### src/core/ssf_defs.svh
`ifndef SSF_DEFS_SVH
`define SSF_DEFS_SVH

`define SSF_AW 8
`define SSF_DW 16
// register offsets
`define SSF_OFS_CTRL     8'h00
`define SSF_OFS_PWM_STEP 8'h04
`define SSF_OFS_P_GAIN   8'h08
`define SSF_OFS_I_GAIN   8'h0C
`define SSF_OFS_SPOOL    8'h10
`define SSF_OFS_FALLBACK 8'h14
`define SSF_OFS_STATUS   8'h18
`define SSF_OFS_HIST_IDX 8'h1C
`define SSF_OFS_HIST     8'h20
`define SSF_OFS_SAVE     8'h24
`define SSF_OFS_PWM_HZ   8'h28
`define SSF_OFS_PV_DEM   8'h2C
`define SSF_OFS_PV_CTRL  8'h30
`define SSF_OFS_PV_POS   8'h34
`define SSF_OFS_PV_IA    8'h38
`define SSF_OFS_PV_IB    8'h3C
`define SSF_OFS_PV_OUT   8'h40
// ctrl fields
`define SSF_CTRL_AUTO  0
`define SSF_CTRL_MON   2:1
`define SSF_CTRL_INTL  3
`define SSF_CTRL_EXTP  4
// ranges and reset values
`define SSF_PWM_STEPS  5'h13
`define SSF_P_MAX      5'h1E
`define SSF_I_MIN      7'h01
`define SSF_I_MAX      7'h64
`define SSF_P_RST      5'h07
`define SSF_I_RST      7'h28
`define SSF_STEP_RST   5'h0C
`define SSF_FB_MIN     (-16'sd10000)
`define SSF_FB_MAX     16'sd10000
// pwm step frequencies in hz, step 0 in the low bits
`define SSF_PWM_HZ_TAB {12'd2604, 12'd2232, 12'd1953, 12'd1736, \
  12'd1562, 12'd1420, 12'd1201, 12'd976, 12'd781, 12'd624, 12'd488, \
  12'd372, 12'd269, 12'd200, 12'd150, 12'd120, 12'd100, 12'd85, \
  12'd72, 12'd61}
`define SSF_HZ_LOW     12'd250
`define SSF_HZ_HIGH    12'd1000
`define SSF_P_LOWF     5'h02
`define SSF_I_LOWF     7'h3C
`define SSF_P_MIDF     5'h04
`define SSF_I_MIDF     7'h32
`define SSF_P_HIGHF    5'h07
`define SSF_I_HIGHF    7'h28
// history
`define SSF_HIST_N     10
`define SSF_CAUSE_NONE 4'h0
`define SSF_CAUSE_DATA 4'h9
`define SSF_CAUSE_SIM  4'hA
`define SSF_CAUSE_OTH  4'hF
// ready flash
`define SSF_CLK_KHZ    40000
`define SSF_FLASH_MS   250

`endif

### src/core/ssf_pkg.sv
package ssf_pkg;

  typedef enum logic [1:0] {SPM_NORMAL, SPM_SIM_OL, SPM_SIM_CL} ssf_spool_t;
  typedef enum logic [1:0] {MON_OFF, MON_ON, MON_AUTO} ssf_mon_t;

  // per-pin fault flags, bit order gives cause codes 1..8
  typedef struct packed {
    logic sol_b;
    logic sol_a;
    logic lvdt_loss;
    logic ain31;
    logic ain14;
    logic ain13;
    logic ain10;
    logic ain6;
  } ssf_fault_t;

  typedef struct packed {
    logic signed [15:0] swivel_demand_preramp;
    logic signed [15:0] swivel_ctrl_out;
    logic signed [15:0] spool_pos;
    logic        [15:0] current_a;
    logic        [15:0] current_b;
  } ssf_proc_t;

  typedef struct packed {
    logic stage_on;
    logic pos_loop_run;
    logic feedforward_on;
    logic pilot_only;
  } ssf_loop_t;

  typedef struct packed {
    logic [9:0][3:0] ent;
  } ssf_hist_t;

endpackage

### src/core/ssf_supervisor.sv
`timescale 1ns/1ps
`include "ssf_defs.svh"

module ssf_supervisor
  import ssf_pkg::*;
#(
  parameter int FLASH_HALF_CYC = `SSF_FLASH_MS * `SSF_CLK_KHZ
)
(
  // clock and reset
  input  wire logic               ref_clk,
  input  wire logic               rst_b,
  // register port
  input  wire logic [`SSF_AW-1:0] reg_addr,
  input  wire logic [`SSF_DW-1:0] reg_wdata,
  input  wire logic               reg_wr,
  input  wire logic               reg_rd,
  output logic      [`SSF_DW-1:0] reg_rdata,
  // pins
  input  wire logic               enable_pin,
  input  wire ssf_fault_t         fault_pin,
  // same-clock sources
  input  wire logic               param_data_bad,
  input  wire ssf_proc_t          proc_in,
  // power stage and spool loop
  output ssf_loop_t               loop_ctrl,
  output logic signed [15:0]      spool_setpoint,
  output logic        [4:0]       current_loop_p_gain,
  output logic        [6:0]       current_loop_i_gain,
  output logic        [4:0]       pwm_step,
  output logic        [11:0]      pwm_hz,
  // status
  output logic                    ready_out,
  output logic                    ready_led
);

  localparam logic [239:0] PWM_TAB = `SSF_PWM_HZ_TAB;

  typedef struct packed {
    logic               gain_auto_adjust;
    ssf_mon_t           fault_monitor_select;
    logic               internal_spool_loop;
    logic               ext_press_req;
    logic [4:0]         pwm_step;
    logic [11:0]        pwm_hz;
    logic [4:0]         p_user;
    logic [6:0]         i_user;
    logic [4:0]         p_gain;
    logic [6:0]         i_gain;
    ssf_spool_t         spool_loop_mode;
    logic signed [15:0] fallback_output;
    logic [3:0]         hist_idx;
    logic [15:0]        rdata;
    ssf_fault_t         flt_s1;
    ssf_fault_t         flt_s2;
    logic               en_s1;
    logic               en_s2;
    logic               boot_done;
    logic               data_err;
    ssf_fault_t         fault_act;
    logic               ready;
    logic               log_en;
    logic [3:0]         log_cause;
    logic [23:0]        flash_cnt;
    logic               flash;
    logic               ready_led;
    ssf_loop_t          loop;
    logic signed [15:0] setpoint;
  } ssf_state_t;

  ssf_state_t st_reg;
  ssf_state_t st_next;
  logic [3:0] hist_rd;

  ssf_history u_history (
    .ref_clk   (ref_clk),
    .rst_b     (rst_b),
    .log_en    (st_reg.log_en),
    .log_cause (st_reg.log_cause),
    .rd_idx    (st_reg.hist_idx),
    .rd_cause  (hist_rd)
  );

  // lowest set fault bit names the cause, codes start at 1
  function automatic logic [3:0] cause_of(input ssf_fault_t f,
                                          input logic       derr,
                                          input logic       sim);
    logic [3:0] c;
    c = `SSF_CAUSE_OTH;
    for (int i = 7; i >= 0; i--)
      if (f[i])
        c = 4'(i + 1);
    if (derr)
      c = `SSF_CAUSE_DATA;
    if (sim)
      c = `SSF_CAUSE_SIM;
    return c;
  endfunction

  always_comb
  begin
    logic       sim;
    logic       mon_on;
    logic       stage_kill;
    logic       fault_any;
    logic       ready_new;
    logic [4:0] wstep;
    ssf_fault_t fmask;
    st_next = st_reg;
    sim = 1'b0;
    mon_on = 1'b0;
    stage_kill = 1'b0;
    fault_any = 1'b0;
    ready_new = 1'b0;
    wstep = reg_wdata[4:0];
    fmask = '0;

    // pins pass two flip-flops before any use
    st_next.flt_s1 = fault_pin;
    st_next.flt_s2 = st_reg.flt_s1;
    st_next.en_s1 = enable_pin;
    st_next.en_s2 = st_reg.en_s1;

    // register writes
    st_next.rdata = '0;
    if (reg_wr)
    begin
      unique case (reg_addr)
        `SSF_OFS_CTRL:
        begin
          st_next.gain_auto_adjust = reg_wdata[`SSF_CTRL_AUTO];
          if (reg_wdata[`SSF_CTRL_MON] != 2'b11)
            st_next.fault_monitor_select =
              ssf_mon_t'(reg_wdata[`SSF_CTRL_MON]);
          st_next.internal_spool_loop = reg_wdata[`SSF_CTRL_INTL];
          st_next.ext_press_req = reg_wdata[`SSF_CTRL_EXTP];
        end
        `SSF_OFS_PWM_STEP:
          if (reg_wdata[15:5] == '0 && wstep <= `SSF_PWM_STEPS)
            st_next.pwm_step = wstep;
        `SSF_OFS_P_GAIN:
          if (!st_reg.gain_auto_adjust && reg_wdata[15:5] == '0
              && wstep <= `SSF_P_MAX)
            st_next.p_user = wstep;
        `SSF_OFS_I_GAIN:
          if (!st_reg.gain_auto_adjust && reg_wdata[15:7] == '0
              && reg_wdata[6:0] >= `SSF_I_MIN
              && reg_wdata[6:0] <= `SSF_I_MAX)
            st_next.i_user = reg_wdata[6:0];
        `SSF_OFS_SPOOL:
          unique case (reg_wdata[1:0])
            2'b00:   st_next.spool_loop_mode = SPM_NORMAL;
            2'b01:   st_next.spool_loop_mode = SPM_SIM_OL;
            2'b10:   st_next.spool_loop_mode = SPM_SIM_CL;
            default: st_next.spool_loop_mode = st_reg.spool_loop_mode;
          endcase
        `SSF_OFS_FALLBACK:
          if ($signed(reg_wdata) >= `SSF_FB_MIN
              && $signed(reg_wdata) <= `SSF_FB_MAX)
            st_next.fallback_output = $signed(reg_wdata);
        `SSF_OFS_HIST_IDX:
          st_next.hist_idx = reg_wdata[3:0];
        `SSF_OFS_SAVE:
          st_next.data_err = 1'b0;
        default:
          st_next.rdata = '0;
      endcase
    end

    // boot check taken once after release; placed after the save decode
    // so a save in that same cycle cannot hide a bad image
    st_next.boot_done = 1'b1;
    if (!st_reg.boot_done)
      st_next.data_err = param_data_bad;

    // register reads, data valid in the next cycle only
    if (reg_rd)
    begin
      unique case (reg_addr)
        `SSF_OFS_CTRL:
          st_next.rdata = {11'h000, st_reg.ext_press_req,
                           st_reg.internal_spool_loop,
                           st_reg.fault_monitor_select,
                           st_reg.gain_auto_adjust};
        `SSF_OFS_PWM_STEP: st_next.rdata = {11'h000, st_reg.pwm_step};
        `SSF_OFS_P_GAIN:   st_next.rdata = {11'h000, st_reg.p_gain};
        `SSF_OFS_I_GAIN:   st_next.rdata = {9'h000, st_reg.i_gain};
        `SSF_OFS_SPOOL:    st_next.rdata = {14'h0000, st_reg.spool_loop_mode};
        `SSF_OFS_FALLBACK: st_next.rdata = st_reg.fallback_output;
        `SSF_OFS_STATUS:
          st_next.rdata = {5'h00, st_reg.en_s2, st_reg.data_err,
                           st_reg.ready, st_reg.fault_act};
        `SSF_OFS_HIST_IDX: st_next.rdata = {12'h000, st_reg.hist_idx};
        `SSF_OFS_HIST:     st_next.rdata = {12'h000, hist_rd};
        `SSF_OFS_PWM_HZ:   st_next.rdata = {4'h0, st_reg.pwm_hz};
        // live process values
        `SSF_OFS_PV_DEM:
          st_next.rdata = proc_in.swivel_demand_preramp;
        `SSF_OFS_PV_CTRL:  st_next.rdata = proc_in.swivel_ctrl_out;
        `SSF_OFS_PV_POS:   st_next.rdata = proc_in.spool_pos;
        `SSF_OFS_PV_IA:    st_next.rdata = proc_in.current_a;
        `SSF_OFS_PV_IB:    st_next.rdata = proc_in.current_b;
        `SSF_OFS_PV_OUT:   st_next.rdata = st_reg.setpoint;
        default:           st_next.rdata = '0;
      endcase
    end

    // pwm frequency and gains
    st_next.pwm_hz = PWM_TAB[12*st_reg.pwm_step +: 12];
    if (st_reg.gain_auto_adjust)
    begin
      if (st_reg.pwm_hz < `SSF_HZ_LOW)
      begin
        st_next.p_gain = `SSF_P_LOWF;
        st_next.i_gain = `SSF_I_LOWF;
      end
      else if (st_reg.pwm_hz > `SSF_HZ_HIGH)
      begin
        st_next.p_gain = `SSF_P_HIGHF;
        st_next.i_gain = `SSF_I_HIGHF;
      end
      else
      begin
        st_next.p_gain = `SSF_P_MIDF;
        st_next.i_gain = `SSF_I_MIDF;
      end
    end
    else
    begin
      st_next.p_gain = st_reg.p_user;
      st_next.i_gain = st_reg.i_user;
    end

    // fault evaluation
    sim = (st_reg.spool_loop_mode != SPM_NORMAL);
    mon_on = (st_reg.fault_monitor_select != MON_OFF);
    if (mon_on)
    begin
      fmask.ain6 = 1'b1;
      fmask.ain10 = 1'b1;
      fmask.ain13 = 1'b1;
      fmask.ain14 = 1'b1;
      fmask.lvdt_loss = 1'b1;
      fmask.ain31 = st_reg.ext_press_req;
    end
    fmask.sol_a = 1'b1;
    fmask.sol_b = 1'b1;
    if (sim)
      fmask = '0;
    st_next.fault_act = st_reg.flt_s2 & fmask;
    fault_any = (st_reg.fault_act != '0) || (st_reg.data_err && !sim);
    stage_kill = st_reg.fault_act.sol_a || st_reg.fault_act.sol_b
              || (st_reg.data_err && !sim);
    ready_new = st_reg.en_s2 && !fault_any && !sim;
    st_next.ready = ready_new;

    // shutdown = ready falling while enable stays applied
    st_next.log_en = st_reg.ready && !ready_new && st_reg.en_s2;
    st_next.log_cause = cause_of(st_reg.fault_act, st_reg.data_err,
                                 sim);

    // ready indicator blinks on a fault under enable
    if (st_reg.flash_cnt >= 24'(FLASH_HALF_CYC - 1))
    begin
      st_next.flash_cnt = '0;
      st_next.flash = !st_reg.flash;
    end
    else
      st_next.flash_cnt = st_reg.flash_cnt + 24'd1;
    st_next.ready_led = st_reg.ready
                     || (st_reg.en_s2 && fault_any && st_reg.flash);

    // output selection
    st_next.loop = '0;
    st_next.setpoint = '0;
    unique case (st_reg.spool_loop_mode)
      SPM_SIM_OL:
      begin
        st_next.loop.stage_on = 1'b1;
        st_next.loop.pilot_only = 1'b1;
        st_next.setpoint = proc_in.swivel_demand_preramp;
      end
      SPM_SIM_CL:
      begin
        st_next.loop.stage_on = 1'b1;
        st_next.loop.pos_loop_run = 1'b1;
        st_next.loop.feedforward_on = 1'b1;
        st_next.setpoint = proc_in.swivel_demand_preramp;
      end
      SPM_NORMAL:
        if (st_reg.ready)
        begin
          st_next.loop.stage_on = 1'b1;
          st_next.loop.pos_loop_run = st_reg.internal_spool_loop;
          st_next.loop.feedforward_on = st_reg.internal_spool_loop;
          st_next.setpoint = proc_in.swivel_ctrl_out;
        end
        else if (st_reg.fallback_output != '0 && !stage_kill)
        begin
          st_next.loop.stage_on = 1'b1;
          st_next.loop.pos_loop_run = st_reg.internal_spool_loop;
          st_next.setpoint = st_reg.fallback_output;
        end
    endcase
  end

  always_ff @(posedge ref_clk or negedge rst_b)
  begin
    if (!rst_b)
    begin
      st_reg <= '0;
      st_reg.fault_monitor_select <= MON_ON;
      st_reg.pwm_step <= `SSF_STEP_RST;
      st_reg.p_user <= `SSF_P_RST;
      st_reg.i_user <= `SSF_I_RST;
      st_reg.p_gain <= `SSF_P_RST;
      st_reg.i_gain <= `SSF_I_RST;
      st_reg.spool_loop_mode <= SPM_NORMAL;
    end
    else
      st_reg <= st_next;
  end

  assign reg_rdata = st_reg.rdata;
  assign loop_ctrl = st_reg.loop;
  assign spool_setpoint = st_reg.setpoint;
  assign current_loop_p_gain = st_reg.p_gain;
  assign current_loop_i_gain = st_reg.i_gain;
  assign pwm_step = st_reg.pwm_step;
  assign pwm_hz = st_reg.pwm_hz;
  assign ready_out = st_reg.ready;
  assign ready_led = st_reg.ready_led;

endmodule

### src/core/ssf_history.sv
`timescale 1ns/1ps
`include "ssf_defs.svh"

// volatile shutdown log: entry 0 oldest, last entry newest
module ssf_history
  import ssf_pkg::*;
(
  // clock and reset
  input  wire logic       ref_clk,
  input  wire logic       rst_b,
  // log side
  input  wire logic       log_en,
  input  wire logic [3:0] log_cause,
  // query side
  input  wire logic [3:0] rd_idx,
  output logic      [3:0] rd_cause
);

  ssf_hist_t st_reg;
  ssf_hist_t st_next;

  always_comb
  begin
    st_next = st_reg;
    if (log_en)
    begin
      for (int i = 0; i < `SSF_HIST_N - 1; i++)
        st_next.ent[i] = st_reg.ent[i + 1];
      st_next.ent[`SSF_HIST_N - 1] = log_cause;
    end
  end

  // only reset clears it: nothing is kept across power loss
  always_ff @(posedge ref_clk or negedge rst_b)
  begin
    if (!rst_b)
      st_reg <= '0;
    else
      st_reg <= st_next;
  end

  // unused cells read the blank code
  assign rd_cause = (rd_idx < 4'(`SSF_HIST_N)) ? st_reg.ent[rd_idx]
                                              : `SSF_CAUSE_NONE;

endmodule

### config.mk
export PLATFORM = sky130hd
export DESIGN_NAME = ssf_supervisor
export DESIGN_NICKNAME = d
export VERILOG_FILES = /design/src/core/ssf_pkg.sv /design/src/core/ssf_supervisor.sv /design/src/core/ssf_history.sv
export VERILOG_INCLUDE_DIRS = /design/src /design/src/core
export SDC_FILE = /design/constraint.sdc
export NUM_CORES = 1
export LEC_CHECK = 0
export BUFFER_PORTS_ARGS = -buffer_cell sky130_fd_sc_hd__buf_4
export CORE_MARGIN = 4
export CORE_UTILIZATION = 32
export CTS_CLUSTER_DIAMETER = 100
export DETAILED_ROUTE_END_ITERATION = 8
export PLACE_DENSITY_LB_ADDON = 0.1
export SETUP_SLACK_MARGIN = 0.5
export SYNTH_ARGS = -nofsm -noshare
export SYNTH_HDL_FRONTEND = slang
export SYNTH_SLANG_ARGS = --single-unit
### constraint.sdc
create_clock -name ref_clk -period 2.3 [get_ports ref_clk]
set_clock_uncertainty 0.1 [all_clocks]
set_input_delay 0.115 -clock ref_clk [delete_from_list [all_inputs] [get_ports ref_clk]]
set_output_delay 0.115 -clock ref_clk [all_outputs]
set_load 0.005 [all_outputs]
Word level (Yosys, flattened, before mapping)
Index checks and enable logic that the tools add are counted.
{"block": "totals", "register_bits": 204, "output_inout_bits": 67, "wordCells": 180}
{"block": "op_classes", "bitwise": 1, "order_cmp": 11, "eq_ne": 23, "shifts": 1, "add_sub_neg": 1, "reduce_logical": 45, "n_mul": 1, "n_mux": 34}
{"operator": "$pmux W16 S16", "n": 1}
{"operator": "$shiftx A240 B10 Y12 const A", "n": 1}
{"operator": "$eq A8 B6 Y1 const B", "n": 8}
{"operator": "$mux W16", "n": 3}
{"operator": "$mux W4", "n": 11}
{"operator": "$eq A8 B5 Y1 const B", "n": 4}
{"operator": "$pmux W16 S2", "n": 1}
{"operator": "$add A24 B1 Y24 const B", "n": 1}
{"operator": "$ge A24 B24 Y1 const B", "n": 1}
{"operator": "$mux W24", "n": 1}
{"operator": "$reduce_and A3 Y1", "n": 6}
{"operator": "$bmux W4 S4", "n": 1}
{"operator": "$eq A8 B4 Y1 const B", "n": 2}
{"operator": "$ge A16 B15 Y1 const B", "n": 1}
{"operator": "$le A16 B15 Y1 const B", "n": 1}
{"operator": "$reduce_bool A16 Y1", "n": 1}
{"operator": "$logic_and A1 B1 Y1", "n": 15}
{"operator": "$gt A12 B10 Y1 const B", "n": 1}
{"operator": "$lt A12 B8 Y1 const B", "n": 1}
{"operator": "$mux W12", "n": 1}
{"operator": "$logic_not A11 Y1", "n": 1}
{"operator": "$le A5 B5 Y1 const B", "n": 2}
{"operator": "$mux W10", "n": 1}
{"operator": "$logic_not A9 Y1", "n": 1}
{"operator": "30 further kinds", "n": 50}

Longest topological paths before layout
Gate-level depths: netlist of the first run.
{"block": "logic_depth", "word_depth": 10, "depth_mapped": 8}

Cells and area by module
Synthesis of the first run repeated with hierarchy kept, for this count alone.
{"block": "unflattened", "cells_unflattened": 967, "hier_area_um2": 10441.3}
{"module": "ssf_supervisor", "n_inst": 1, "area_each_um2": 8610.8, "cells_per_inst": 840, "seq_area_each_um2": 4120.2}
{"module": "ssf_history", "n_inst": 1, "area_each_um2": 1830.5, "cells_per_inst": 127, "seq_area_each_um2": 1001.0}

Worst setup path before layout of the first run
No wires, ideal clock.
{"block": "synth_path", "path_type": "reg2reg", "start": "register st_reg[96] (netlist name)", "end": "register st_reg (netlist bit reg_rdata[1])", "t_arrival_ns": 1.870, "t_required_ns": 2.064, "setup_slack_ns": 0.194, "stages_incl_launch_ff": 7, "path_cell_list": "dfrtp_1 -> clkbuf_1 -> buf_2 -> mux4_2 -> mux2_2 -> o211ai_1 -> a31oi_1"}
{"element": "from (decl)", "line": "ssf_supervisor.sv:71", "source": "ssf_state_t st_reg;"}
{"element": "from (signal assigned)", "line": "ssf_supervisor.sv:321", "source": "st_reg <= st_next;"}

==> metrics.yaml, run 1 <==
outcome: "complete, no violations"
antenna_cells: 0
power.share.clock: 0.445
slew_at_the_pin_closest_to_its_max_slew_limit_ns: 0.8747
power.share.combinational: 0.120
gp_congestion: 0.8595
synth_enable_flop_cells: 0
power.sequential.fraction: 0.435
pin_count_of_the_biggest_net_entering_global_routing: 68
routed_wire_length_per_instance_um: 22.52
vias: 8810
std_cell_rows: 66
num_io_pins: 185
reported_leakage_power_nw: 6.432
final_min_period_over_clock_period: 0.8132
die-area_mm2: 0.03582
grt_first_pass_wirelength_mm: 56.45
grt_pass1_vias: 9076
grt_antenna_before_repair: 0
detail_route.vias_per_cell: 5.244
hpwl_mm: 26.32
antenna_violating_nets_post_route: 0
max_cap_violations: 0
clockBufferDepth: 3
max_freq_ghz: 0.5347
cp-end-kind: "flop"
portBuffers: 184
ys_seq_elements: 204
netlist_area_mm2: 0.01052
ys_async_sr_fraction: 1.000
placement.cell_area_mm2: 0.01235
cts.clk_slew.worst_paths_ns: 0.06
core-area_mm2: 0.03245
synth_sequential_area_ratio: 0.4870
post-route-cell-area_mm2: 0.01468
syn2layout_area_growth_pct: 39.60
critical_path.max_stage_delay_ns: 0.41
worst_slew_margin_rel: 0.4115
total_clock_buffers_created_by_cts: 25
drt_pre_antenna_iters: 5
drc: 0
worstPathCellList: "nor4_4, nand4_1, a31oi_4, buf_12, o31ai_1"
cp_max_fo: 8
proportion_of_layout_cells_with_a_drive_suffix_above_1: 0.3926
fin_setup_tns_ns: 0
gr-usage-all-layers: 0.2042
power.net_switching_mw: 2.211
synth_top_cell_area_share: 0.4545
tritoncts_num_sinks: 204
rsz0062_at_grt: "yes"
largest_reg_flops: 88
stdcell_count: 1680
flip_flop_cell_with_the_highest_count_after_synthesis: "sky130_fd_sc_hd__dfrtp_1"
routed_wirelength_mm: 37.84
nNetsFinal: 1343
worst-endpoint-arrival_ns: 2.16
shortest_clock_period_the_worst_path_allows_after_layout_ns: 1.870
setup-violations-final: 0
p_int_mw: 6.838
cts_max_level: 1
netlist_top_cells_area: "sky130_fd_sc_hd__dfrtp_1, sky130_fd_sc_hd__mux2_2, sky130_fd_sc_hd__buf_4"
synth_largest_area_cell: "sky130_fd_sc_hd__dfrtp_1"
placed_cells_incl_taps: 1526
final_hold_viol_count: 0
synthTopCellsByCount: "sky130_fd_sc_hd__dfrtp_1, sky130_fd_sc_hd__mux2_2, sky130_fd_sc_hd__buf_4"
yosys.cell_types.count: 71
tritoncts: "done"
die_w_um: 189.3
grt.overflow.total: 0
synth.avg_cell_area_um2: 10.89
syn-num-nets: 1089
cp.required_ns: 2.59
worstSetupStartpointType: "flop"
synthesis.instances: 966
cts-root-buf: "sky130_fd_sc_hd__clkbuf_16"
worst_ir_drop_vdd_mv: 0.4761
total_power_mw: 9.050
clk-insertion-delay-late_ns: 0.53
crit_path_top_delay_cell: "sky130_fd_sc_hd__dfrtp_1"
slew_viol_final: 0
floorplan.initialDensity: 0.3240
p_sw_frac: 0.2444
holdCritPathClass: "in -> reg"
most_instantiated_library_cell_after_synthesis: "sky130_fd_sc_hd__dfrtp_1"
p_per_area_mw_per_mm2: 616.5
drt-initial-drc-count: 785
yosysWarningCount: 0
crit_type: "reg -> reg"
die-height_um: 189.3
worst paths after layout:
check / to / slack [ns] / depth (start not counted) / startpoint
max in group asynchronous: current_loop_p_gain[1] / 1.31 / 3 / rst_b
min: reg_rdata[7] / 0.002 / 5 / proc_in[7]
min reg2reg: st_reg[71] / 0.25 / 0 / st_next[71]
max: spool_setpoint[15] / 0.43 / 5 / st_reg[111]
max reg2reg: spool_setpoint[15] / 0.43 / 5 / st_reg[111]
min in group asynchronous: reg_rdata[14] / 0.06 / 2 / rst_b
power groups by stage:
stage | combinational, mW | clock [mW] | sequential, mW
4_1_cts | 1.06 | 4.14 | 3.93
2_1_floorplan | 0.456 | 0 | 3.93
3_5_place_dp | 0.910 | 0 | 4.00
5_1_grt | 1.18 | 4.30 | 3.96
6_report | 1.09 | 4.03 | 3.93
3_3_place_gp | 0.905 | 0 | 3.99
cell usage in the layout, fill, tap and decap left out, types with 9 or more instances in the layout:
cell type                       Yosys  final
sky130_fd_sc_hd__buf_4             66    248
sky130_fd_sc_hd__o21ai_0           38     34
sky130_fd_sc_hd__dfstp_2           13     13
sky130_fd_sc_hd__buf_12             0      9
sky130_fd_sc_hd__a31oi_1           12     10
sky130_fd_sc_hd__dlygate4sd3_1      0     90
sky130_fd_sc_hd__mux4_2            11     11
sky130_fd_sc_hd__and2_1            15     14
sky130_fd_sc_hd__a22o_1            27     27
sky130_fd_sc_hd__inv_1             19     19
sky130_fd_sc_hd__a21oi_1           52     32
sky130_fd_sc_hd__a222oi_1          13     13
sky130_fd_sc_hd__clkbuf_16          0     27
sky130_fd_sc_hd__dfrtp_1          191    183
sky130_fd_sc_hd__a21oi_2            0     17
sky130_fd_sc_hd__xnor2_1           12     12
sky130_fd_sc_hd__nor2_1            40     40
sky130_fd_sc_hd__nand3_1           27     25
sky130_fd_sc_hd__mux2_2            76     76
sky130_fd_sc_hd__xor2_1             9      9
sky130_fd_sc_hd__nor3_1            15     14
sky130_fd_sc_hd__clkbuf_8           0      9
sky130_fd_sc_hd__a22oi_1           19     19
sky130_fd_sc_hd__nand2_1           63     62
sky130_fd_sc_hd__mux2i_1           27     27
layout make-up:
cell class	instances	area, um2
Sequential cell	204	5131
Multi-Input combinational cell	616	5021
Timing Repair Buffer	354	3059
Clock buffer	40	762.0
Fill cell	3105	17770
Inverter	19	71.32
Tap cell	442	553.0
Clock inverter	5	81.33
critical path, delay by kind of cell (launching register included):
family | cells | cell delay [ns]
flip-flops | 1 | 0.41
buffers and inverters | 1 | 0.20
AND/OR/NAND/NOR | 2 | 0.57
AO/OA/AOI/OAI | 2 | 0.43
per-layer routing:
layer,global-route usage,share of wire
met5,0.01236,0.0015
met4,0.04841,0.020
met3,0.05642,0.078
met2,0.3074,0.44
met1,0.2932,0.46
per-stage QoR:
stage	utilization	setup WS (ns)	hold WS [ns]
6_report	0.4523	0.4297	0.002385
5_1_grt	0.4523	0.3646	0.03614
4_1_cts	0.4423	0.4039	0.0007372
3_5_place_dp	0.3805	0.1799	0.09787
3_3_place_gp	0.3805	0.1818	0.09962
2_1_floorplan	-	0.4371	-0.2806
cell families after synthesis:
group / after synthesis / share of synthesized area
adders and majority gates: 5 / 0.005950
DFF: 204 / 0.4870
and+or+nand+nor: 236 / 0.1183
AOI/OAI and AO/OA: 234 / 0.1553
buffers and inverters: 146 / 0.07782
muxes: 119 / 0.1378
other: 1 / 0.0003566
xor gates and xnor gates: 21 / 0.01749
repair_timing:
action                                  CTS  global route
endpoints found under the setup margin   49            56
buffers inserted                          9             6
gates cloned                              1             3
gates resized for setup                  36            53
pin swaps                                18            17
endpoints found under the hold margin   217             0
hold buffers                             90             0
(Power assumes the default switching activity.)
==> inputs of run 2 (changes only) <==
--- a/config.mk
+++ b/config.mk
@@ -6,6 +6,7 @@
 export SDC_FILE = /design/constraint.sdc
 export NUM_CORES = 1
 export LEC_CHECK = 0
+export ABC_AREA = 1
 export BUFFER_PORTS_ARGS = -buffer_cell sky130_fd_sc_hd__buf_4
 export CORE_MARGIN = 4
 export CORE_UTILIZATION = 32
==> constraint.sdc (replaced) <==
create_clock -name ref_clk -period 1.6 [get_ports ref_clk]
set_clock_uncertainty 0.1 [all_clocks]
set_input_delay 0.08 -clock ref_clk [delete_from_list [all_inputs] [get_ports ref_clk]]
set_output_delay 0.08 -clock ref_clk [all_outputs]
set_load 0.005 [all_outputs]
==> run 2 against run 1 <==
Against the previous run: the run now ends with hold timing, setup timing left; design area rose by 31%; worst hold slack worse by 0.018 ns; clock power grew 37%; register-to-register slack got worse by 0.49 ns; first-iteration DRC count decreased by 3.4%; worst setup slack got worse by 0.52 ns; count of clock-buffer cells in the layout decreased by 5; non-clock buffer count grew 200; routed wire length rose by 21%; via count increased by 32%; global-route usage increased by 2.0 points; largest power group unchanged; highest routed layer is now met4.
==> metrics.yaml, run 2 <==
drt-initial-drc-count: 758  # was 785
gr-usage-all-layers: 0.2240  # was 0.2042
rsz0062_at_grt: "yes"  # unchanged
grt.overflow.total: 0  # unchanged
crit_type: "in -> reg"  # was reg -> reg
max_cap_violations: 0  # unchanged
cts-root-buf: "sky130_fd_sc_hd__clkbuf_16"  # unchanged
post-route-cell-area_mm2: 0.01925  # was 0.01468 mm2
nNetsFinal: 2064  # was 1343
worst_ir_drop_vdd_mv: 0.6771  # was 0.4761 mV
max_freq_ghz: 0.5907
placement.cell_area_mm2: 0.01416  # was 0.01235 mm2
synth.avg_cell_area_um2: 7.657  # was 10.89 um2
routed_wirelength_mm: 45.95  # was 37.84 mm
cp.required_ns: 1.90  # was 2.59 ns
worst_hold_slack_across_all_endpoints_ns: -0.01513  # was 0.002385 ns
synth_top_cell_area_share: 0.4258  # was 0.4545
yosys.cell_types.count: 51  # was 71
p_per_area_mw_per_mm2: 665.2  # was 616.5 mW/mm2
pin_count_of_the_biggest_net_entering_global_routing: 50  # was 68
drc: 0  # unchanged
slew_viol_final: 0  # unchanged
tritoncts_num_sinks: 204  # unchanged
slew_at_the_pin_closest_to_its_max_slew_limit_ns: 0.5188  # was 0.8747 ns
cts.clk_slew.worst_paths_ns: 0.06  # about the same
total_power_mw: 12.81  # was 9.050 mW
yosysWarningCount: 0  # unchanged
synth_enable_flop_cells: 0  # unchanged
synth_largest_area_cell: "sky130_fd_sc_hd__dfrtp_1"  # unchanged
portBuffers: 184  # unchanged
clk-insertion-delay-late_ns: 0.53  # about the same
outcome: "complete, but fails checks"  # was complete, no violations
final_hold_viol_count: 6  # was 0
synthTopCellsByCount: "sky130_fd_sc_hd__nand2_1, sky130_fd_sc_hd__dfrtp_1, sky130_fd_sc_hd__nor2_1"  # was sky130_fd_sc_hd__dfrtp_1, sky130_fd_sc_hd__mux2_2, sky130_fd_sc_hd__buf_4
flip_flop_cell_with_the_highest_count_after_synthesis: "sky130_fd_sc_hd__dfrtp_1"  # unchanged
syn2layout_area_growth_pct: 71.54  # was 39.60%
total_clock_buffers_created_by_cts: 25  # unchanged
core-area_mm2: 0.03454  # was 0.03245 mm2
hpwl_mm: 32.67  # was 26.32 mm
layout_commonest_cell: "sky130_fd_sc_hd__nand2_1"  # was sky130_fd_sc_hd__buf_4
final_min_period_over_clock_period: 1.058
std_cell_rows: 68  # was 66
netlist_top_cells_area: "sky130_fd_sc_hd__dfrtp_1, sky130_fd_sc_hd__nand2_1, sky130_fd_sc_hd__nor2_1"  # was sky130_fd_sc_hd__dfrtp_1, sky130_fd_sc_hd__mux2_2, sky130_fd_sc_hd__buf_4
synthesis.instances: 1466  # was 966
die_w_um: 195.3  # was 189.3 um
detail_route.vias_per_cell: 4.828  # was 5.244
cp-end-kind: "flop"  # unchanged
mostFrequentLayoutCells: "sky130_fd_sc_hd__nand2_1, sky130_fd_sc_hd__buf_4, sky130_fd_sc_hd__dfrtp_1"  # was sky130_fd_sc_hd__buf_4, sky130_fd_sc_hd__dfrtp_1, sky130_fd_sc_hd__dlygate4sd3_1
ys_seq_elements: 204  # unchanged
floorplan.initialDensity: 0.3249  # was 0.3240
fin_setup_tns_ns: -1.961  # was 0 ns
clockBufferDepth: 3  # unchanged
most_instantiated_library_cell_after_synthesis: "sky130_fd_sc_hd__nand2_1"  # was sky130_fd_sc_hd__dfrtp_1
shortest_clock_period_the_worst_path_allows_after_layout_ns: 1.693
drt_pre_antenna_iters: 5  # unchanged
gp_congestion: 0.9340  # was 0.8595
failed_checks: "hold timing, setup timing"
crit_start: "reg_wdata[5]"  # was st_reg[111]
grt_first_pass_wirelength_mm: 67.79  # was 56.45 mm
ys_async_sr_fraction: 1.000  # unchanged
setup-violations-final: 39  # was 0
reported_leakage_power_nw: 9.300  # was 6.432 nW
reg2reg_from: "st_reg[23]"  # was st_reg[111]
antenna_violating_nets_post_route: 0  # unchanged
proportion_of_layout_cells_with_a_drive_suffix_above_1: 0.4620  # was 0.3926
routed_wire_length_per_instance_um: 19.02  # was 22.52 um
worstSetupStartpointType: "primary input"  # was flop
netlist_area_mm2: 0.01122  # was 0.01052 mm2
grt_antenna_before_repair: 2  # was 0
num_io_pins: 185  # unchanged
worst-endpoint-arrival_ns: 1.99  # was 2.16 ns
die-area_mm2: 0.03814  # was 0.03582 mm2
die-height_um: 195.3  # was 189.3 um
grt_pass1_vias: 11719  # was 9076
vias: 11665  # was 8810
utilization: 0.5574  # was 0.4523
synth_sequential_area_ratio: 0.4562  # was 0.4870
largest_reg_flops: 88  # unchanged
tritoncts: "done"  # unchanged
cp_max_fo: 7  # was 8
cts_max_level: 1  # unchanged
timing.final.ws_setup_ns: -0.09293  # was 0.4297 ns
nFillCells: 3141  # was 3105
holdCritPathClass: "in -> async"  # was in -> reg
syn-num-nets: 1589  # was 1089
worst_slew_margin_rel: 0.6541  # was 0.4115
run 2: timing repair:
action                     4_1_cts  5_1_grt
hold buffers                   103        1
buffers inserted                58       44
hold endpoints to repair       277        2
setup endpoints to repair      223      242
gates cloned                     6       10
resized for setup              290      307
pin swaps                       75       96
run 2: worst paths after layout:
check	end	slack, ns	cells after the start
min in group ref_clk	pwm_step[4]	-0.01	5
worst max-delay path	st_reg[100]	-0.09	14
max in group asynchronous	current_loop_i_gain[5]	0.72	3
worst min-delay path	u_history.st_reg[17]	-0.02	2
worst max register to register	st_reg[38]	-0.06	9
worst min register to register	st_reg[67]	0.24	0
run 2: layout make-up:
type | count | area, um2 | share of cell area
multi-input combinational | 1004 | 6492 | 0.3372
timing repair buffer | 554 | 5558 | 0.2886
sequential | 204 | 5142 | 0.2671
clock buffer | 35 | 723.2 | 0.03756
inverter | 151 | 678.2 | 0.03522
tap | 455 | 569.3 | 0.02957
clock inverter | 10 | 77.57 | 0.004029
timing repair inverter | 1 | 8.758 | 0.0004549
antenna | 2 | 5.005 | 0.0002599
run 2: kinds of logic (layout without fill, tap and decap cells):
family,after synthesis,count (layout),share of synthesized area
simple gates,779,780,0.3011
buf+inv,259,751,0.1166
flops,204,204,0.4562
compound gates,193,193,0.09932
xor+xnor,19,19,0.01483
mux,6,6,0.006019
fa+ha+maj,5,5,0.005574
other cells,1,3,0.0003341
run 2: power breakdown:
part | internal [mW] | switching, mW
registers | 5.31 | 0.149
clock network | 3.29 | 2.25
logic | 0.924 | 0.887
run 2: worst max-delay path, cell delays in order:
cell and delay [ns]:
sky130_fd_sc_hd__buf_4 0.13, sky130_fd_sc_hd__buf_6 0.10, sky130_fd_sc_hd__dlygate4sd3_1 0.61, sky130_fd_sc_hd__inv_4 0.08, sky130_fd_sc_hd__buf_6 0.09, sky130_fd_sc_hd__nand3_2 0.07, sky130_fd_sc_hd__nor2_2 0.11, sky130_fd_sc_hd__nand2_1 0.07
sky130_fd_sc_hd__nand3_2 0.08, sky130_fd_sc_hd__buf_6 0.10, sky130_fd_sc_hd__nand4_4 0.12, sky130_fd_sc_hd__clkbuf_16 0.23, sky130_fd_sc_hd__nand2_2 0.06, sky130_fd_sc_hd__nand2_1 0.05
run 2: stage by stage:
| step | setup slack, ns | cells |
|---|---|---|
| after floorplan | 0.05803 | 1466 |
| after global placement | -0.2978 | 2147 |
| after detailed placement | -0.3094 | 2147 |
| after CTS | -0.03433 | 2359 |
| after global routing | -0.1704 | 2416 |
| final | -0.09293 | 2416 |
run 2: metal layers:
layer	global-route usage	wire [um]	vias to the layer above
li1	-	-	5622
met1	0.3119	20540	5665
met2	0.3696	21970	310
met3	0.02864	2101	68
met4	0.06103	1329	0
met5	0	0	-
==> inputs of run 3 (changes only) <==
--- a/config.mk
+++ b/config.mk
@@ -16,4 +16,5 @@
 export SETUP_SLACK_MARGIN = 0.5
 export SYNTH_ARGS = -nofsm -noshare
 export SYNTH_HDL_FRONTEND = slang
+export SYNTH_HIERARCHICAL = 1
 export SYNTH_SLANG_ARGS = --single-unit
==> run 3 against run 2 <==
Against the previous run: synthesized cell count up 5.6%; die area up 2.9%; sequential cell count unchanged; clock power up 9.4%; count of clock-buffer cells in the layout up 3; the flow still finishes with violations (hold timing, setup timing); power up 2.4%; first-iteration DRC count down 2.2%; non-clock buffer count down 27; cell count up 2.2%; critical endpoint is now reg_rdata[0].
==> metrics.yaml, run 3 <==
syn2layout_area_growth_pct: 66.88  # was 71.54%
synthTopCellsByCount: "sky130_fd_sc_hd__nand2_1, sky130_fd_sc_hd__nand3_1, sky130_fd_sc_hd__dfrtp_1"  # was sky130_fd_sc_hd__nand2_1, sky130_fd_sc_hd__dfrtp_1, sky130_fd_sc_hd__nor2_1
netlist_top_cells_area: "sky130_fd_sc_hd__dfrtp_1, sky130_fd_sc_hd__nand2_1, sky130_fd_sc_hd__nand3_1"  # was sky130_fd_sc_hd__dfrtp_1, sky130_fd_sc_hd__nand2_1, sky130_fd_sc_hd__nor2_1
slew_viol_final: 0  # unchanged
synth_largest_area_cell: "sky130_fd_sc_hd__dfrtp_1"  # unchanged
tritoncts: "done"  # unchanged
worst_ir_drop_vdd_mv: 0.8420  # was 0.6771 mV
grt_antenna_before_repair: 0  # was 2
die-height_um: 198.1  # was 195.3 um
max_cap_violations: 0  # unchanged
flip_flop_cell_with_the_highest_count_after_synthesis: "sky130_fd_sc_hd__dfrtp_1"  # unchanged
routed_wirelength_mm: 45.52  # was 45.95 mm
fin_setup_tns_ns: -1.827  # was -1.961 ns
synth_enable_flop_cells: 0  # unchanged
most_instantiated_library_cell_after_synthesis: "sky130_fd_sc_hd__nand2_1"  # unchanged
p_int_mw: 9.934  # was 9.525 mW
power.share.combinational: 0.127  # was 0.141
timing.final.ws_setup_ns: -0.1464  # was -0.09293 ns
reported_leakage_power_nw: 9.251  # was 9.300 nW
synth_sequential_area_ratio: 0.4431  # was 0.4562
pin_count_of_the_biggest_net_entering_global_routing: 47  # was 50
die-area_mm2: 0.03923  # was 0.03814 mm2
proportion_of_layout_cells_with_a_drive_suffix_above_1: 0.4202  # was 0.4620
synth.avg_cell_area_um2: 7.467  # was 7.657 um2
routed_wire_length_per_instance_um: 18.43  # was 19.02 um
setup-violations-final: 28  # was 39
synthesis.instances: 1548  # was 1466
tritoncts_num_sinks: 204  # unchanged
shortest_clock_period_the_worst_path_allows_after_layout_ns: 1.746  # was 1.693 ns
power.sequential.fraction: 0.411  # was 0.426
nNetsFinal: 2108  # was 2064
holdCritPathClass: "in -> async"  # unchanged
power.share.clock: 0.462  # was 0.433
std_cell_rows: 69  # was 68
drc: 0  # unchanged
placed_cells_incl_taps: 2184  # was 2147
stdcell_count: 2469  # was 2416
total_clock_buffers_created_by_cts: 25  # unchanged
worst-r2r-setup-slack_ns: -0.15  # was -0.06 ns
clk-insertion-delay-late_ns: 0.53  # about the same
slew_at_the_pin_closest_to_its_max_slew_limit_ns: 0.6451  # was 0.5188 ns
worst_hold_slack_across_all_endpoints_ns: -0.08465  # was -0.01513 ns
reg2reg_path_depth: 12  # was 9
core-area_mm2: 0.03557  # was 0.03454 mm2
regToRegEndpoint: "reg_rdata[0]"  # was st_reg[38]
drt-initial-drc-count: 741  # was 758
p_sw_frac: 0.2424  # was 0.2564
gp_congestion: 0.8633  # was 0.9340
portBuffers: 184  # unchanged
netlist_area_mm2: 0.01156  # was 0.01122 mm2
cp_max_fo: 6  # was 7
reg2reg_from: "st_reg[96]"  # was st_reg[23]
grt_pass1_vias: 11871  # was 11719
worst-endpoint-arrival_ns: 2.03  # was 1.99 ns
power.net_switching_mw: 3.179  # was 3.284 mW
final_min_period_over_clock_period: 1.091  # was 1.058
yosys.cell_types.count: 43  # was 51
worstSetupStartpointType: "flop"  # was primary input
worst_slew_margin_rel: 0.5695  # was 0.6541
syn-num-nets: 1671  # was 1589
grt_first_pass_wirelength_mm: 67.63  # was 67.79 mm
mostFrequentLayoutCells: "sky130_fd_sc_hd__nand2_1, sky130_fd_sc_hd__buf_4, sky130_fd_sc_hd__dfrtp_1"  # unchanged
largest_reg_flops: 88  # unchanged
max_freq_ghz: 0.5726  # was 0.5907 GHz
gr-usage-all-layers: 0.2175  # was 0.2240
vias: 12092  # was 11665
die_w_um: 198.1  # was 195.3 um
cp-end-kind: "flop"  # unchanged
antenna_violating_nets_post_route: 0  # unchanged
ys_seq_elements: 204  # unchanged
cts-root-buf: "sky130_fd_sc_hd__clkbuf_16"  # unchanged
hpwl_mm: 30.56  # was 32.67 mm
failed_checks: "hold timing, setup timing"  # unchanged
num_io_pins: 185  # unchanged
nFillCells: 3281  # was 3141
p_per_area_mw_per_mm2: 679.8  # was 665.2 mW/mm2
cts.clk_slew.worst_paths_ns: 0.06  # about the same
layout_commonest_cell: "sky130_fd_sc_hd__nand2_1"  # unchanged
drt_pre_antenna_iters: 6  # was 5
final_hold_viol_count: 27  # was 6
outcome: "complete, but fails checks"  # unchanged
synth_top_cell_area_share: 0.4135  # was 0.4258
floorplan.initialDensity: 0.3250  # was 0.3249
cts_max_level: 1  # unchanged
crit_type: "reg -> reg"  # was in -> reg
cp.required_ns: 1.89  # was 1.90 ns
grt.overflow.total: 0  # unchanged
yosysWarningCount: 6  # was 0
detail_route.vias_per_cell: 4.898  # was 4.828
rsz0062_at_grt: "yes"  # unchanged
ys_async_sr_fraction: 1.000  # unchanged
clockBufferDepth: 3  # unchanged
## run 3: cell types whose count changed in the layout (fill, tap and decap cells not counted), sizes merged, moves of 11 or more
| cell | previous run | this run |
|---|---|---|
| nand3 | 114 | 201 |
| buf | 441 | 411 |
| a21oi | 59 | 35 |
| inv | 147 | 161 |
| a31oi | 4 | 16 |
| nand2 | 404 | 415 |
| o21ai | 93 | 104 |
## run 3: worst max-delay path by stage
| stage | startpoint | endpoint | slack [ns] | cells past startpoint |
|---|---|---|---|---|
| global placement | st_reg[96] | reg_rdata[0] | -0.20 | 12 |
| finish | st_reg[96] | reg_rdata[0] | -0.15 | 12 |
| detailed placement | st_reg[96] | reg_rdata[0] | -0.19 | 12 |
| floorplan | st_reg[22] | st_reg[44] | 0.02 | 9 |
| CTS | st_reg[96] | reg_rdata[1] | -0.13 | 11 |
| global route | st_reg[96] | reg_rdata[1] | -0.31 | 12 |
## run 3: through the flow
stage / util / power, mW / setup WS (ns) / hold WS, ns / instance area (um2)
2_1_floorplan: - / 5.913 / 0.01929 / -0.3156 / 11900
3_3_place_gp: 0.3933 / 6.583 / -0.2045 / -0.08323 / 13990
3_5_place_dp: 0.3933 / 6.585 / -0.1897 / -0.08443 / 13990
4_1_cts: 0.4962 / 13.11 / -0.1315 / -0.09474 / 17650
5_1_grt: 0.5420 / 13.59 / -0.3143 / -0.04279 / 19280
6_report: 0.5423 / 13.11 / -0.1464 / -0.08465 / 19290
## run 3: area by class of cell
cell class                      count  area [um2]  area share
Antenna cell                        4       10.01   0.0005189
Sequential cell                   204        5145      0.2667
Clock inverter                      8       168.9    0.008757
Clock buffer                       38       704.4     0.03652
Timing Repair Buffer              527        5385      0.2792
Tap cell                          461       576.8     0.02990
Multi-Input combinational cell   1065        6590      0.3417
Inverter                          162       708.2     0.03672
## run 3: layer usage
metal,global-route usage,vias up,part of all wire
met5,0,-,0
met2,0.3433,377,0.46
met4,0.04693,0,0.022
li1,-,5856,-
met3,0.02637,64,0.053
met1,0.3217,5795,0.47
## run 3: power by group through the flow
stage	clock network, mW	logic [mW]	registers [mW]
global placement	0	1.12	5.46
detailed placement	0	1.13	5.46
floorplan	0	0.486	5.43
CTS	6.22	1.51	5.38
global route	6.40	1.79	5.40
finish	6.06	1.66	5.40
## run 3: timing repair
item                                    4_1_cts  5_1_grt
gates resized for setup                     269      328
hold buffers                                102        8
pin swaps                                    68      105
gates cloned                                 13       10
hold endpoints to repair                    287       34
endpoints found under the setup margin      184      240
buffers inserted                             65       37
## run 3: worst max-delay path, stage by stage, from the launching register on
cell,delay [ns]
sky130_fd_sc_hd__dfrtp_2,0.48
sky130_fd_sc_hd__buf_8,0.16
sky130_fd_sc_hd__nand2_1,0.06
sky130_fd_sc_hd__nand3_1,0.09
sky130_fd_sc_hd__nand3_1,0.08
sky130_fd_sc_hd__nand3_2,0.10
sky130_fd_sc_hd__nand2_2,0.07
sky130_fd_sc_hd__nand3_2,0.06
sky130_fd_sc_hd__nand2_2,0.07
sky130_fd_sc_hd__nor2_1,0.11
sky130_fd_sc_hd__nand2_1,0.05
sky130_fd_sc_hd__nor2_1,0.11
sky130_fd_sc_hd__nor2_1,0.05
## run 3: cell families after synthesis
family | share of synthesized area
AND/OR/NAND/NOR | 0.3231
flip-flops | 0.4431
other | 0.0003244
adder cells (fa/ha/maj) | 0.005412
multiplexers | 0.004871
XOR/XNOR | 0.009093
AO/OA/AOI/OAI | 0.08995
buffers and inverters | 0.1242
